### src/rtl/sensor_iface_pkg.sv
package sensor_iface_pkg;

    // Number of two-channel input pairs; the last one is the cascade pair
    localparam int PAIR_COUNT = 4;
    localparam int CASCADE_IDX = 3;
    localparam int LOCAL_COUNT = 3;

    // Clock period and test pulse timing
    localparam int CLK_PERIOD_PS = 5000;
    localparam int PULSE_WIDTH_NS = 1000;
    localparam int PULSE_CYCLES = (PULSE_WIDTH_NS * 1000 + CLK_PERIOD_PS - 1) / CLK_PERIOD_PS;
    localparam int PULSE_PERIOD_US = 1000;
    localparam int PERIOD_CYCLES_DEF = (PULSE_PERIOD_US * 1000000) / CLK_PERIOD_PS;

    // Full pulse periods with cascade pair closed before start-up ends
    localparam int STARTUP_ROUNDS = 2;
    localparam logic [1:0] ROUNDS_LAST = 2'h1;
    localparam logic [1:0] ROUNDS_ZERO = 2'h0;

    // Operating phases
    typedef enum logic [1:0] {
        PH_STARTUP,
        PH_RUN,
        PH_FAULT
    } phase_type;

endpackage : sensor_iface_pkg

### src/rtl/pair_check.sv
`timescale 1ns/1ps

// One two-channel input pair: steady level, partial-operation block, pulse check
module pair_check
    import sensor_iface_pkg::*;
(
    // Clock and reset
    input wire logic clk_in,
    input wire logic rst_in,
    // Channel inputs
    input wire logic ch_a_in,
    input wire logic ch_b_in,
    // Strobes from the pulse sequencer
    input wire logic strobe_idle_in,
    input wire logic strobe_a_in,
    input wire logic strobe_b_in,
    // Results
    output logic closed_out,
    output logic blocked_out,
    output logic fault_out
);

    logic steady_a;
    logic steady_b;
    logic blocked;
    logic fault;
    logic next_steady_a;
    logic next_steady_b;
    logic next_blocked;
    logic next_fault;

    // Steady levels, partial-operation block and cross-short check
    always_comb
    begin
        next_steady_a = strobe_idle_in ? ch_a_in : steady_a;
        next_steady_b = strobe_idle_in ? ch_b_in : steady_b;
        next_blocked = blocked;
        if (steady_a != steady_b)
        begin
            next_blocked = 1'b1;
        end
        else if (!steady_a && !steady_b)
        begin
            next_blocked = 1'b0;
        end
        // A closed channel must be low during its own pulse; a contact that opens
        // between samples reads low as well, so only a high level counts as a short
        next_fault = (strobe_a_in && steady_a && ch_a_in)
            || (strobe_b_in && steady_b && ch_b_in);
    end

    // Register the pair state
    always_ff @(posedge clk_in)
    begin
        if (rst_in)
        begin
            steady_a <= 1'b0;
            steady_b <= 1'b0;
            blocked <= 1'b0;
            fault <= 1'b0;
        end
        else
        begin
            steady_a <= next_steady_a;
            steady_b <= next_steady_b;
            blocked <= next_blocked;
            fault <= next_fault;
        end
    end

    // Results to the evaluation logic
    assign closed_out = steady_a && steady_b;
    assign blocked_out = blocked;
    assign fault_out = fault;

endmodule : pair_check

### src/rtl/safety_sensor_and_interface.sv
`timescale 1ns/1ps

// Notes on behaviour
// - Three sensors, each a pair of normally-open contacts, and the cascade pair form four two-channel inputs.
// - Both safety outputs high only while all input circuits are closed.
// - Any open circuit or disagreeing pair drives both safety outputs low.
// - Signal output high while all local sensors are operated and closed.
// - Signal output low once any local sensor is open or partly operated.
// - Two distinct test pulse outputs, each fixed to its own input channels.
// - Wrong pulse or short at an input forces safety outputs low, records error.
// - The last pair takes upstream safety outputs; three sensors remain local.
// - Cross shorts in a cascade also switch the safety outputs low; once cascaded, only the local pairs are pulse-checked, not the cascade pair.
// - Spare input has no function and stays unused.
// - Pulse A serves every first channel, pulse B every second channel.
// - Signal output ignores the cascade pair entirely.
// - Start-up phase decides between stand-alone and cascaded operation.
// - Short faults stay latched with safety outputs low until power is cycled.
module safety_sensor_and_interface
    import sensor_iface_pkg::*;
#(
    parameter int PERIOD_CYCLES = sensor_iface_pkg::PERIOD_CYCLES_DEF
)
(
    // Clock and reset
    input wire logic clk_in,
    input wire logic rst_in,
    // Local sensor channels
    input wire logic sensor1_ch_a_in,
    input wire logic sensor1_ch_b_in,
    input wire logic sensor2_ch_a_in,
    input wire logic sensor2_ch_b_in,
    input wire logic sensor3_ch_a_in,
    input wire logic sensor3_ch_b_in,
    // Cascade pair, from an upstream unit or tied to the pulses
    input wire logic cascade_ch_a_in,
    input wire logic cascade_ch_b_in,
    // Test pulses, low-going
    output logic test_pulse_a_out,
    output logic test_pulse_b_out,
    // Results
    output logic safety_out_a_out,
    output logic safety_out_b_out,
    output logic signal_out_out,
    output logic error_out,
    output logic ready_out,
    output logic cascaded_out
);

    import sensor_iface_pkg::*;

    localparam int CNT_W = $clog2(PERIOD_CYCLES);
    localparam int HALF = PERIOD_CYCLES / 2;

    // True when the sequencer count sits on a given point
    function automatic logic at_count(input logic [CNT_W-1:0] cnt, input int point);
        at_count = (cnt == CNT_W'(point));
    endfunction : at_count

    logic [CNT_W-1:0] count;
    logic [CNT_W-1:0] next_count;
    logic pulse_a;
    logic pulse_b;
    logic next_pulse_a;
    logic next_pulse_b;
    logic strobe_idle;
    logic strobe_a;
    logic strobe_b;
    logic wrap;
    logic [PAIR_COUNT-1:0] ch_a;
    logic [PAIR_COUNT-1:0] ch_b;
    logic [PAIR_COUNT-1:0] closed;
    logic [PAIR_COUNT-1:0] blocked;
    logic [PAIR_COUNT-1:0] fault;

    // Only the eight channel inputs feed the evaluation; spare pin left out
    assign ch_a = {cascade_ch_a_in, sensor3_ch_a_in, sensor2_ch_a_in, sensor1_ch_a_in};
    assign ch_b = {cascade_ch_b_in, sensor3_ch_b_in, sensor2_ch_b_in, sensor1_ch_b_in};

    // Pulse sequencer: pulse A at the start, pulse B half a period later
    always_comb
    begin
        wrap = at_count(count, PERIOD_CYCLES - 1);
        next_count = wrap ? '0 : count + CNT_W'(1);
        next_pulse_a = !(next_count < CNT_W'(PULSE_CYCLES));
        next_pulse_b = !((next_count >= CNT_W'(HALF))
            && (next_count < CNT_W'(HALF + PULSE_CYCLES)));
        strobe_idle = wrap || at_count(count, HALF - 1);
        strobe_a = at_count(count, PULSE_CYCLES - 1);
        strobe_b = at_count(count, HALF + PULSE_CYCLES - 1);
    end

    // Register the sequencer
    always_ff @(posedge clk_in)
    begin
        if (rst_in)
        begin
            count <= '0;
            pulse_a <= 1'b1;
            pulse_b <= 1'b1;
        end
        else
        begin
            count <= next_count;
            pulse_a <= next_pulse_a;
            pulse_b <= next_pulse_b;
        end
    end

    // One checker per input pair
    for (genvar i = 0; i < PAIR_COUNT; i++)
    begin : g_pair
        pair_check u_pair (
            .clk_in(clk_in),
            .rst_in(rst_in),
            .ch_a_in(ch_a[i]),
            .ch_b_in(ch_b[i]),
            .strobe_idle_in(strobe_idle),
            .strobe_a_in(strobe_a),
            .strobe_b_in(strobe_b),
            .closed_out(closed[i]),
            .blocked_out(blocked[i]),
            .fault_out(fault[i])
        );
    end

    phase_type phase;
    phase_type next_phase;
    logic cascaded;
    logic next_cascaded;
    logic [1:0] rounds;
    logic [1:0] next_rounds;
    logic fault_now;
    logic all_ok;
    logic local_ok;
    logic next_safety;
    logic next_signal;

    // Phase control: start-up detection, run, latched fault
    always_comb
    begin
        next_phase = phase;
        next_cascaded = cascaded;
        next_rounds = rounds;
        // Cascade pair is checked against the pulses only when it is tied to them
        fault_now = (|fault[LOCAL_COUNT-1:0])
            || (fault[CASCADE_IDX] && !cascaded && (phase == PH_RUN));
        all_ok = (&closed) && !(|blocked);
        local_ok = (&closed[LOCAL_COUNT-1:0]) && !(|blocked[LOCAL_COUNT-1:0]);
        unique case (phase)
            PH_STARTUP:
            begin
                // A cascade pair that ignores pulse A or pulse B is fed by an upstream unit
                if (fault[CASCADE_IDX] && strobe_a == 1'b0)
                begin
                    next_cascaded = 1'b1;
                end
                if (wrap)
                begin
                    next_rounds = closed[CASCADE_IDX] ? rounds + 2'h1 : ROUNDS_ZERO;
                    if (closed[CASCADE_IDX] && rounds == ROUNDS_LAST)
                    begin
                        next_phase = PH_RUN;
                    end
                end
                if (fault_now)
                begin
                    next_phase = PH_FAULT;
                end
            end
            PH_RUN:
            begin
                if (fault_now)
                begin
                    next_phase = PH_FAULT;
                end
            end
            PH_FAULT:
            begin
                next_phase = PH_FAULT;
            end
        endcase
        next_safety = (next_phase == PH_RUN) && all_ok;
        next_signal = local_ok;
    end

    // Register phase and outputs
    always_ff @(posedge clk_in)
    begin
        if (rst_in)
        begin
            phase <= PH_STARTUP;
            cascaded <= 1'b0;
            rounds <= ROUNDS_ZERO;
            safety_out_a_out <= 1'b0;
            safety_out_b_out <= 1'b0;
            signal_out_out <= 1'b0;
            error_out <= 1'b0;
            ready_out <= 1'b0;
            cascaded_out <= 1'b0;
        end
        else
        begin
            phase <= next_phase;
            cascaded <= next_cascaded;
            rounds <= next_rounds;
            safety_out_a_out <= next_safety;
            safety_out_b_out <= next_safety;
            signal_out_out <= next_signal;
            error_out <= (next_phase == PH_FAULT);
            ready_out <= (next_phase == PH_RUN);
            cascaded_out <= next_cascaded;
        end
    end

    // Pulses leave straight from their flip-flops
    assign test_pulse_a_out = pulse_a;
    assign test_pulse_b_out = pulse_b;
endmodule : safety_sensor_and_interface

### config.mk
export PLATFORM = sky130hd
export DESIGN_NAME = safety_sensor_and_interface
export DESIGN_NICKNAME = d
export VERILOG_FILES = /design/src/rtl/sensor_iface_pkg.sv /design/src/rtl/pair_check.sv /design/src/rtl/safety_sensor_and_interface.sv
export SDC_FILE = /design/constraint.sdc
export NUM_CORES = 1
export LEC_CHECK = 0
export ABC_AREA = 0
export BUFFER_PORTS_ARGS = -buffer_cell sky130_fd_sc_hd__buf_2
export CAP_MARGIN = 20
export CORE_ASPECT_RATIO = 1.4
export CORE_MARGIN = 4
export CORE_UTILIZATION = 35
export CTS_CLUSTER_DIAMETER = 150
export DETAILED_ROUTE_END_ITERATION = 8
export GPL_TIMING_DRIVEN = 0
export MAX_ROUTING_LAYER = met4
export PLACE_DENSITY_LB_ADDON = 0.08
export SLEW_MARGIN = 25
export SYNTH_ARGS = -nofsm -noshare
export SYNTH_HDL_FRONTEND = slang
export SYNTH_SLANG_ARGS = --single-unit
### constraint.sdc
create_clock -name clk_in -period 5.3 [get_ports clk_in]
set_input_delay 1.06 -clock clk_in [delete_from_list [all_inputs] [get_ports clk_in]]
set_output_delay 1.06 -clock clk_in [all_outputs]
set_load 0.05 [all_outputs]
# After elaboration in Yosys (flattened, before gate mapping)
# Cells that the tools add are included.
# word_totals
ff_bits	45
input_bits	10
out_inout_bits	8
elab_cells	123
# op_classes
n_addsub	2
order_cmp	3
eq_ne	13
mux	15
bitwise_logic	1
reduce_logical	63
# op_table
cell	count
equality test 18 x 17 -> 1 bit (second input constant)	2
logical AND 1 bit	32
adder 18 x 1 -> 18 bit (second input constant)	1
equality test 18 bit (second input constant)	1
equality test 18 x 8 -> 1 bit (second input constant)	1
greater-or-equal comparator 18 x 17 -> 1 bit (second input constant)	1
less-than comparator 18 x 17 -> 1 bit (second input constant)	1
less-than comparator 18 x 8 -> 1 bit (second input constant)	1
two-way mux 18 bit	1
logical NOT 1 bit	13
two-way mux 2 bit	5
two-way mux 1 bit	8
nonzero test 2 bit	4
equality test 2 x 1 -> 1 bit (second input constant)	3
logical OR 1 bit	6
one-hot mux 2 bit (3 select lines)	1
OR reduction 3 bit	2
equality test 2 bit (second input constant)	2
inequality test 1 bit	4
AND reduction 2 bit	2
AND reduction 4 bit	1
OR reduction 4 bit	1
AND reduction 3 bit	1
adder 2 x 1 -> 2 bit (second input constant)	1
other kinds (2)	2

# Logic depth before layout (Yosys ltp)
# Gate-level depths: netlist (run 1).
# depth
word_depth	8
mapped_depth	10
mapped_depth_nobuf	8

# Modules after synthesis
# Synthesis (run 1) repeated with hierarchy kept, for this count alone.
# hier_totals
hier_cells	273
hier_area_um2	2417.3
# modules_own_cells
module	instances	cells_per_inst	area_per_inst_um2	seq_area_each_um2
safety_sensor_and_interface	1	213	1771.7	580.6
pair_check	4	15	161.4	80.1

# Worst setup path after synthesis (run 1)
# No wires, ideal clock.
# synth_path
path_kind	register to register
start	register count[0]
end	register pulse_b (netlist: test_pulse_b_out)
arrival_time_ps	2242
t_required_ps	5180
setup_slack_ps	2938
stages_incl_launch_ff	9
n_path_buf	1
period_less_slack_ps	2362
path_cell_list	dfxtp_1 > ha_1 > buf_2 > nand4_4 > or4_4 > nor2_4 > xnor2_1 > or4_1 > a211o_1
# synth_via
elab_chain_len	5
# synth_rtl
element	line	rtl
from (decl)	safety_sensor_and_interface.sv:59	logic [CNT_W-1:0] count;
from (signal assigned)	safety_sensor_and_interface.sv:103	count <= next_count;
adder 18 x 1 -> 18 bit / equality test 18 bit (equally long branches)	safety_sensor_and_interface.sv:83, safety_sensor_and_interface.sv:56	
two-way mux 18 bit (*)	safety_sensor_and_interface.sv:83	next_count = wrap ? '0 : count + CNT_W'(1);
greater-or-equal comparator 18 x 17 -> 1 bit / less-than comparator 18 x 17 -> 1 bit (equally long branches)	safety_sensor_and_interface.sv:85, safety_sensor_and_interface.sv:86	
logical AND 1 bit (*)	safety_sensor_and_interface.sv:86	&& (next_count < CNT_W'(HALF + PULSE_CYCLES)));
logical NOT 1 bit (*)	safety_sensor_and_interface.sv:85	next_pulse_b = !((next_count >= CNT_W'(HALF))
to (signal assigned)	safety_sensor_and_interface.sv:105	pulse_b <= next_pulse_b;
to (decl)	safety_sensor_and_interface.sv:62	logic pulse_b;
# Every way passes the cells marked *; elsewhere a longest branch is shown, timed or not.
# A chain may end at the register's enable or synchronous reset.

# Final worst setup path (run 1)
# layout_path
start	register count[12]
end	register count[11]
# layout_via
elab_chain_len	2
# layout_rtl
element	line	rtl
equality test 18 bit	safety_sensor_and_interface.sv:56	at_count = (cnt == CNT_W'(point));
two-way mux 18 bit	safety_sensor_and_interface.sv:83	
# Every way passes these cells.

==> summary.txt, run 1 <==
Synth
  • Warnings, synthesis: 0
  • Synthesized-area fraction occupied by adder cells: 5.848%
  • Main combinational cell family by area after synthesis: simple AND/OR/NAND/NOR gates
  • Cell variety after synth: 50
  • Post-synthesis xor/xnor area fraction: 5.954%
  • Synth Cell Area: 2354 µm²
  • Simple-Gate Fraction of Synth Area: 29.19%
  • Multiplexer area fraction after synthesis: 5.104%
  • Compound-Gate Fraction of Synth Area: 9.995%
  • Top cells by area, synth: dfxtp_1 (38%), nor2_1 (7.2%), ha_1 (5.8%)
  • Mapped Nets: 292
  • Synthesized area per cell: 8.685 µm²
  • Asr flop ratio synth: 0%
  • Yosys top cell by area: dfxtp_1
  • Syn Inst Count: 271
  • Synth cell count leaders: dfxtp_1 (45), nor2_1 (45), nand3_1 (17)
  • Post-synth top area share: 38.28%
  • Post-synthesis register bit count: 45
  • Predominant post-synthesis flop cell: dfxtp_1
  • EDFF count, synth: 0
  • Sequential-to-total area share from yosys stat: 38.28%

Floorplanning
  • I/O pin count: 18
  • Core Area: 6569 µm²
  • Die area: 8119 µm²
  • Chip height: 105.0 µm
  • Initial Util: 35.83%
  • Cell row count: 35
  • Die Width: 77.31 µm

Setup path
  • Max stage delay on crit path: 720 ps
  • Top delay family on crit path: simple AND/OR/NAND/NOR gates
  • Req. time, crit path: 5490 ps
  • CP Launch Type: flip-flop
  • CP bufs+invs: 3
  • Critical path class: flip-flop to flip-flop
  • Critical path cell sequence: or3_1 > nor4_1 > and2_1 > buf_2 > or2_2 > clkbuf_1 > buf_2 > nor2_1
  • CP max stage cell: nor4_1
  • CP Capture Type: flip-flop
  • Crit-path most repeated cell: buf_2
  • Worst-path fanout max: 10
  • Data arrival, critical path: 2900 ps

Placement
  • Post-DP HPWL: 4139 µm
  • Routability Congestion: 0.8599
  • IO buf count: 17

Global routing
  • Vias in the first global route: 1,938
  • First-pass GRT wire length: 9190 µm
  • Grt total ovfl: 0
  • Tot GR Track Use: 14.65%
  • Pin count of the biggest net entering global routing: 14
  • Initial antenna violation count: 0

Layout
  • Total Nets Final: 316
  • Layout cells sized above 1: 15.88%
  • Area grow syn2layout: 13.02%
  • Layout Utilization: 40.50%
  • N_diodes: 0

Timing
  • Final setup fails: 0
  • Clock skew: 6.345 ps
  • Worst hold margin: 460.0 ps
  • Worst slew margin: 46.76%
  • Pins Over Slew Limit: 0
  • Fin crit period: 2717 ps
  • RSZ-0062 raised after global routing: no
  • Worst-Margin Slew: 791.3 ps
  • Ratio of final minimum period to clock period: 51.26%
  • F_max: 368.0 MHz
  • Setup TNS: 0 ps
  • Hold Vio Cnt, Final: 0

CTS
  • H-tree depth: 2
  • CTS Hold Bufs: 0
  • Clk pin slew, worst setup/hold paths: 90 ps
  • PostCTS Resize Cnt: 0
  • Root buffer cell: clkbuf_8
  • # clock sinks: 45
  • Clock Latency Late Sink: 300 ps
  • CTS tree: done
  • Number of CTS-inserted buffers: 5
  • Bufs on Longest Clock Path: 2
  • Postcts setup bufs: 0

Drt
  • DR WL/cell: 14.61 µm
  • Initial DRC Count: 66
  • DRC: 0
  • DR vias: 1,965
  • DR pass1 iterations: 4
  • Post-Route WL: 5407 µm
  • Via density: 5.311
  • DRT antenna net count: 0

Power and ir drop
  • Lkg Pwr: 1.023 nW
  • Pwr dens: 238.4 nW/µm²
  • Total power: 0.6343 mW
  • Worst VDD drop: 0.1346 mV

Job
  • Max-Cap Viols: 0

Run status
  • Outcome: finished clean

Min path
  • Hold Path Class: flip-flop to flip-flop
-- placed cells by master, fill, tap and decap left out, types with 10 or more instances in the layout --
master | synthesis | final
dfxtp_1 | 45 | 45
nand3_1 | 17 | 17
buf_2 | 4 | 21
nor2_1 | 45 | 45
ha_1 | 11 | 11
nand2_1 | 12 | 12
xnor2_1 | 12 | 12
inv_1 | 11 | 11
a21oi_1 | 10 | 10
mux2i_1 | 12 | 12
-- metrics by stage --
step / std cells / setup WS [ps] / instance area, µm²
floorplan: 271 / 2938 / 2354
finish: 370 / 2583 / 2660
global route: 370 / 2314 / 2660
detailed placement: 362 / 2567 / 2537
CTS: 370 / 2540 / 2654
global placement: 362 / 2509 / 2531
-- cells by family after synthesis --
kind of cell | count (synthesis)
xor gates and xnor gates | 16
buffers and inverters | 28
DFF | 45
and+or+nand+nor | 125
adders and majority gates | 11
muxes | 12
AOI/OAI and AO/OA | 34
-- power by group --
group	internal (mW)	switching, mW	total, mW
logic	0.00645	0.0128	0.0193
clock network	0.154	0.119	0.273
registers	0.340	0.00235	0.342
total	0.500	0.134	0.634
-- per-layer routing --
layer  part of all wire, %  up-vias  routed length [µm]  track usage [%]
met1                    43      915                2317            16.68
met2                    51       33                2772            25.03
met3                   2.3       14                 127            2.328
met4                   3.5        0                 189            6.616
li1                      -     1003                   -                -
met5                     0        -                   0                -
-- worst paths after layout --
kind	from	end	slack [ps]	cells past startpoint
worst max-delay path	count[12]	count[11]	2580	8
worst min-delay path	rounds[1]	rounds[1]	460	2
worst max register to register	count[12]	count[11]	2580	8
worst min register to register	rounds[1]	rounds[1]	460	2
-- worst reg2reg max path, delay by kind of cell, from the launching register on --
family	cells	cell delay, ps
buffers and inverters	3	660
AND/OR/NAND/NOR	5	1600
flip-flops	1	350
-- state kept, by name, summed over array words and instances, names as in the netlist --
name,cells
test_pulse_b_out,1
g_pair.u_pair.blocked_out,4
g_pair.u_pair.fault_out,4
rounds,2
count,18
signal_out_out,1
g_pair.u_pair.steady_b,4
error_out,1
test_pulse_a_out,1
g_pair.u_pair.steady_a,4
phase,2
safety_out_b_out,1
ready_out,1
cascaded,1
-- layout make-up --
cell class	count	area, µm²
inverters	11	41.29
well taps	74	92.59
repair buffers	17	85.08
clock inverters	1	30.03
clock buffers	7	86.33
fillers	669	3909
plain buffers	17	91.34
flip-flops and latches	45	900.9
multi-input cells	198	1333
Note: power is estimated with default switching activity, not from simulation.
==> run 2: changes to the inputs <==
==> constraint.sdc (replaced) <==
create_clock -name clk_in -period 2.4 [get_ports clk_in]
set_input_delay 0.48 -clock clk_in [delete_from_list [all_inputs] [get_ports clk_in]]
set_output_delay 0.48 -clock clk_in [all_outputs]
set_load 0.05 [all_outputs]
==> run 2 against run 1 <==
Against the previous run:
- routed wire length increased by 3.1%
- flip-flop and latch count did not move
- cell count is 0.54% higher
- largest power group unchanged
- critical endpoint is now test_pulse_b_out
- largest cell class unchanged
- hold slack got worse by 72 ps
- first-iteration DRC count grew 48%
==> summary.txt, run 2 (synthesis gave the netlist of run 1 again) <==
Power and ir drop
  • Pwr dens: 511.4 nW/µm²
  • Lkg Pwr: 1.047 nW
  • Worst VDD drop: 0.3001 mV

CTS
  • Root buffer cell: clkbuf_8
  • Clk pin slew, worst setup/hold paths: 80 ps
  • H-tree depth: 2
  • CTS Hold Bufs: 0
  • Number of CTS-inserted buffers: 5
  • Bufs on Longest Clock Path: 2
  • Clock Latency Late Sink: 300 ps
  • CTS tree: done
  • # clock sinks: 45

Timing
  • Worst slew margin: 54.17%
  • F_max: 427.2 MHz
  • Worst-Margin Slew: 687.5 ps
  • Ratio of final minimum period to clock period: 97.54%
  • Final setup fails: 0
  • Hold Vio Cnt, Final: 0
  • Pins Over Slew Limit: 0
  • Setup TNS: 0 ps
  • RSZ-0062 raised after global routing: yes
  • Clock skew: 5.208 ps
  • Fin crit period: 2341 ps

Min path
  • Hold Startpoint: rst_in
  • Hold Crit Depth: 2
  • Hold Path Class: input port to flip-flop
  • Worst Hold End: phase[1]

Setup path
  • Data arrival, critical path: 2540 ps
  • Req. time, crit path: 2600 ps
  • Reg-to-reg endpoint: test_pulse_b_out
  • Critical path cell sequence: ha_1 > buf_6 > nand4_4 > or4_4 > nor2_4 > xnor2_1 > or4_1 > a211o_1
  • Critical path class: flip-flop to flip-flop
  • CP Launch Type: flip-flop
  • CP Capture Type: flip-flop
  • R2r worst-path depth: 8
  • Max stage delay on crit path: 570 ps
  • R2r setup slk: 60 ps
  • Worst-path fanout max: 4
  • FF-to-FF Start: count[0]
  • CP max stage cell: or4_4

Layout
  • Non-Filler Instances: 372
  • Top reg by flops: count
  • Commonest non-fill, non-tap cells in the layout: nor2_1 (45), dfxtp_1 (43), buf_2 (19), nand3_1 (16)
  • N_diodes: 0
  • Layout cells sized above 1: 19.80%
  • Layout Cell Area excl Fill: 2753 µm²
  • Max reg flops: 18
  • Total Nets Final: 318
  • Area grow syn2layout: 16.96%
  • Commonest non-fill, non-tap cell in the layout: nor2_1

Global routing
  • Tot GR Track Use: 14.82%
  • Initial antenna violation count: 0
  • First-pass GRT wire length: 9280 µm
  • Grt total ovfl: 0
  • Vias in the first global route: 1,978
  • Pin count of the biggest net entering global routing: 14

Placement
  • IO buf count: 17
  • Post-placement cell count: 362
  • Post-DP HPWL: 4139 µm
  • Routability Congestion: 0.8599
  • Dpl cell area: 2537 µm²

Drt
  • Initial DRC Count: 98
  • DR pass1 iterations: 4
  • DRT antenna net count: 0
  • DRC: 0
  • DR WL/cell: 14.99 µm
  • DR vias: 1,967
  • Post-Route WL: 5576 µm
  • Via density: 5.288

Run status
  • Outcome: finished clean

Floorplanning
  • Core Area: 6569 µm²
  • I/O pin count: 18
  • Chip height: 105.0 µm
  • Cell row count: 35
  • Die area: 8119 µm²
  • Initial Util: 35.83%
  • Die Width: 77.31 µm

Job
  • Max-Cap Viols: 0
==> run 2: cell count changes in the layout (fill, tap and decap cells not counted), sizes merged <==
cell / before / now
buf: 26 / 30
clkbuf: 15 / 13
==> run 2: report_power, final <==
group / switching (mW) / internal [mW]
Sequential: 0.00593 / 0.752
Clock: 0.264 / 0.340
Combinational: 0.0295 / 0.0173
==> run 2: per-stage QoR <==
stage	setup slack [ps]	hold slack, ps	total power [mW]	utilization, %
3_5_place_dp	-333.1	447.9	0.8181	38.63
4_1_cts	25.85	377.0	1.429	41.22
6_report	59.13	388.1	1.408	41.90
5_1_grt	-46.26	389.4	1.459	41.90
3_3_place_gp	-390.6	441.0	0.8183	38.53
2_1_floorplan	38.10	425.5	0.7975	-
==> run 2: worst max path at each step <==
stage              start                   endpoint  slack [ps]  depth (start not counted)
3_3_place_gp   count[13]                   count[6]        -390                          8
3_5_place_dp   count[12]                   count[3]        -330                          8
4_1_cts        count[12]                  count[11]          30                          8
2_1_floorplan   count[0]           test_pulse_b_out          40                          8
5_1_grt         count[0]  g_pair[3].u_pair.steady_b         -50                         10
6_report        count[0]           test_pulse_b_out          60                          8
==> run 2: critical path, delay by kind of cell, from the launching register on <==
family	cells	cell delay, ps
XOR/XNOR	1	90
AO/OA/AOI/OAI	1	270
AND/OR/NAND/NOR	4	1240
buffers and inverters	1	110
flip-flops	1	360
adder cells (fa/ha/maj)	1	170
==> run 2: final cells by class <==
type	count	area, µm²
fill	660	3816
buffer	15	96.34
clock inverter	1	30.03
tap	74	92.59
sequential	45	903.4
multi-input combinational	198	1388
clock buffer	7	86.33
inverter	11	41.29
timing repair buffer	21	115.1
==> run 2: what timing repair did <==
item,in CTS,in global routing
gates resized for setup,9,6
setup endpoints to repair,27,22
pin swaps,2,2
setup buffers,2,2
==> run 2: metal layers <==
metal / track usage (%) / wire, µm / share of wire, %
met1: 16.47 / 2362 / 42
met2: 25.83 / 2970 / 53
met3: 2.328 / 116 / 2.1
met4: 6.616 / 126 / 2.3
met5: - / 0 / 0
==> run 3: changes to the inputs <==
--- a/config.mk
+++ b/config.mk
@@ -10,8 +10,9 @@
 export CAP_MARGIN = 20
 export CORE_ASPECT_RATIO = 1.4
 export CORE_MARGIN = 4
-export CORE_UTILIZATION = 35
+export CORE_UTILIZATION = 53
 export CTS_CLUSTER_DIAMETER = 150
+export CTS_CLUSTER_SIZE = 20
 export DETAILED_ROUTE_END_ITERATION = 8
 export GPL_TIMING_DRIVEN = 0
 export MAX_ROUTING_LAYER = met4
==> run 3 against run 2 <==
Against the previous run:
- clock skew is 4.4 ps higher
- first-iteration DRC count is 78% higher
- non-clock buffer count stayed put
- clock power hardly changed
- die area is 31% lower
- utilization is 22 points higher
- count of clock-buffer cells in the layout stayed put
- highest routed layer unchanged
==> summary.txt, run 3 (synthesis gave the netlist of run 1 again) <==
Setup path
  • Worst-path fanout max: 8
  • Critical path class: flip-flop to flip-flop
  • CP Capture Type: flip-flop
  • Req. time, crit path: 2600 ps
  • Data arrival, critical path: 2580 ps
  • CP Launch Type: flip-flop

Floorplanning
  • Cell row count: 28
  • Die area: 5586 µm²
  • Die Width: 64.32 µm
  • Chip height: 86.85 µm
  • I/O pin count: 18
  • Initial Util: 55.06%
  • Core Area: 4274 µm²

CTS
  • Bufs on Longest Clock Path: 2
  • CTS tree: done
  • Number of CTS-inserted buffers: 5
  • Root buffer cell: clkbuf_8
  • CTS Hold Bufs: 0
  • Clk pin slew, worst setup/hold paths: 90 ps
  • # clock sinks: 45
  • Clock Latency Late Sink: 300 ps
  • H-tree depth: 2

Timing
  • Setup TNS: 0 ps
  • Pins Over Slew Limit: 0
  • Worst-Margin Slew: 681.7 ps
  • Worst slew margin: 54.55%
  • Final worst slack: 17.97 ps
  • Clock skew: 9.621 ps
  • Hold Vio Cnt, Final: 0
  • Final setup fails: 0
  • Ratio of final minimum period to clock period: 99.25%
  • RSZ-0062 raised after global routing: yes
  • F_max: 419.8 MHz
  • Worst hold margin: 377.1 ps
  • Fin crit period: 2382 ps

Drt
  • Met3 wire length: 211 µm
  • DR pass1 iterations: 5
  • Met1 wire length: 2205 µm
  • DR WL met2: 2862 µm
  • DRT antenna net count: 0
  • Via density: 5.648
  • DR WL/cell: 15.17 µm
  • DRC: 0
  • DR vias: 2,022
  • Initial DRC Count: 174
  • Post-Route WL: 5432 µm
  • Top routing layer used: met4

Power and ir drop
  • Worst VDD drop: 0.4257 mV
  • Switch Pwr: 0.2929 mW
  • Lkg Pwr: 1.039 nW
  • Total power: 1.400 mW
  • Clk network pwr share: 42.9%
  • Pwr dens: 515.6 nW/µm²
  • Logic pwr share: 3.1%
  • Sequential cell fraction of total power: 54.1%
  • Sw frac: 20.92%
  • Int Power: 1.107 mW

Layout
  • Commonest non-fill, non-tap cells in the layout: nor2_1 (45), dfxtp_1 (43), buf_2 (19), nand3_1 (17)
  • Multi-input logic area: 1375 µm²
  • Register Area: 903.4 µm²
  • Area grow syn2layout: 15.36%
  • Layout Cell Area excl Fill: 2715 µm²
  • Top reg by flops: count
  • Layout Utilization: 63.52%
  • Non-Filler Instances: 358
  • Layout cells sized above 1: 18.79%
  • Commonest non-fill, non-tap cell in the layout: nor2_1
  • Max reg flops: 18
  • N_diodes: 0
  • Fillcell total: 407
  • Total Nets Final: 318

Placement
  • Routability Congestion: 0.9194
  • Post-placement cell count: 348
  • Dpl cell area: 2514 µm²
  • Place WS: -279.7 ps
  • Post-DP HPWL: 3824 µm
  • IO buf count: 17

Global routing
  • Initial antenna violation count: 0
  • Vias in the first global route: 1,984
  • First-pass GRT wire length: 9025 µm
  • Grt total ovfl: 0
  • Pin count of the biggest net entering global routing: 14
  • Tot GR Track Use: 21.26%

Min path
  • Hold Path Class: input port to flip-flop

Job
  • Max-Cap Viols: 0

Run status
  • Outcome: finished clean
## run 3: cell types whose count changed in the layout (fill, tap and decap cells not counted)
cell / previous run / this run
clkbuf_1: 6 / 7
a32oi_2: 1 / 0
nand3_2: 1 / 0
xor2_1: 3 / 4
xnor2_1: 12 / 11
xor2_2: 1 / 0
buf_6: 3 / 2
nand3_1: 16 / 17
xnor2_2: 0 / 1
a32oi_1: 0 / 1
## run 3: path summary, 6_finish.rpt
check,from,to,slack [ps],cells after the start
worst max-delay path,count[0],test_pulse_b_out,20,8
worst min register to register,count[0],count[0],430,1
worst max register to register,count[0],test_pulse_b_out,20,8
worst min-delay path,rst_in,phase[1],380,2
## run 3: power groups by stage
stage / sequential, mW / combinational [mW] / clock [mW]
final: 0.757 / 0.0433 / 0.600
after global routing: 0.758 / 0.0484 / 0.639
after CTS: 0.757 / 0.0442 / 0.612
after detailed placement: 0.774 / 0.0423 / 0
after global placement: 0.774 / 0.0424 / 0
after floorplan: 0.776 / 0.0214 / 0
## run 3: final cells by class
cell class              count  share of cell area, %
multi-input cells         198                  50.65
flip-flops and latches     45                  33.27
repair buffers             20                  3.963
plain buffers              16                  3.548
clock buffers               7                  3.180
well taps                  60                  2.765
inverters                  11                  1.521
clock inverters             1                  1.106
## run 3: what timing repair did
item | in CTS | in global routing
pin swaps | 1 | 2
setup buffers | 2 | 1
gates resized for setup | 10 | 3
setup endpoints to repair | 24 | 24
## run 3: layer usage
layer  up-vias  global-route usage [%]
li1       1009                       -
met1       959                   22.84
met2        40                   38.53
met3        14                   3.632
met4         0                   8.269
met5         -                       -
## run 3: worst max-delay path, stage by stage, from the launching register on
cell and delay (ps):
dfxtp_2 350, ha_1 160, buf_6 130, nand4_4 90, or4_4 560, nor2_4 140
xnor2_2 80, or4_1 470, a211o_1 280
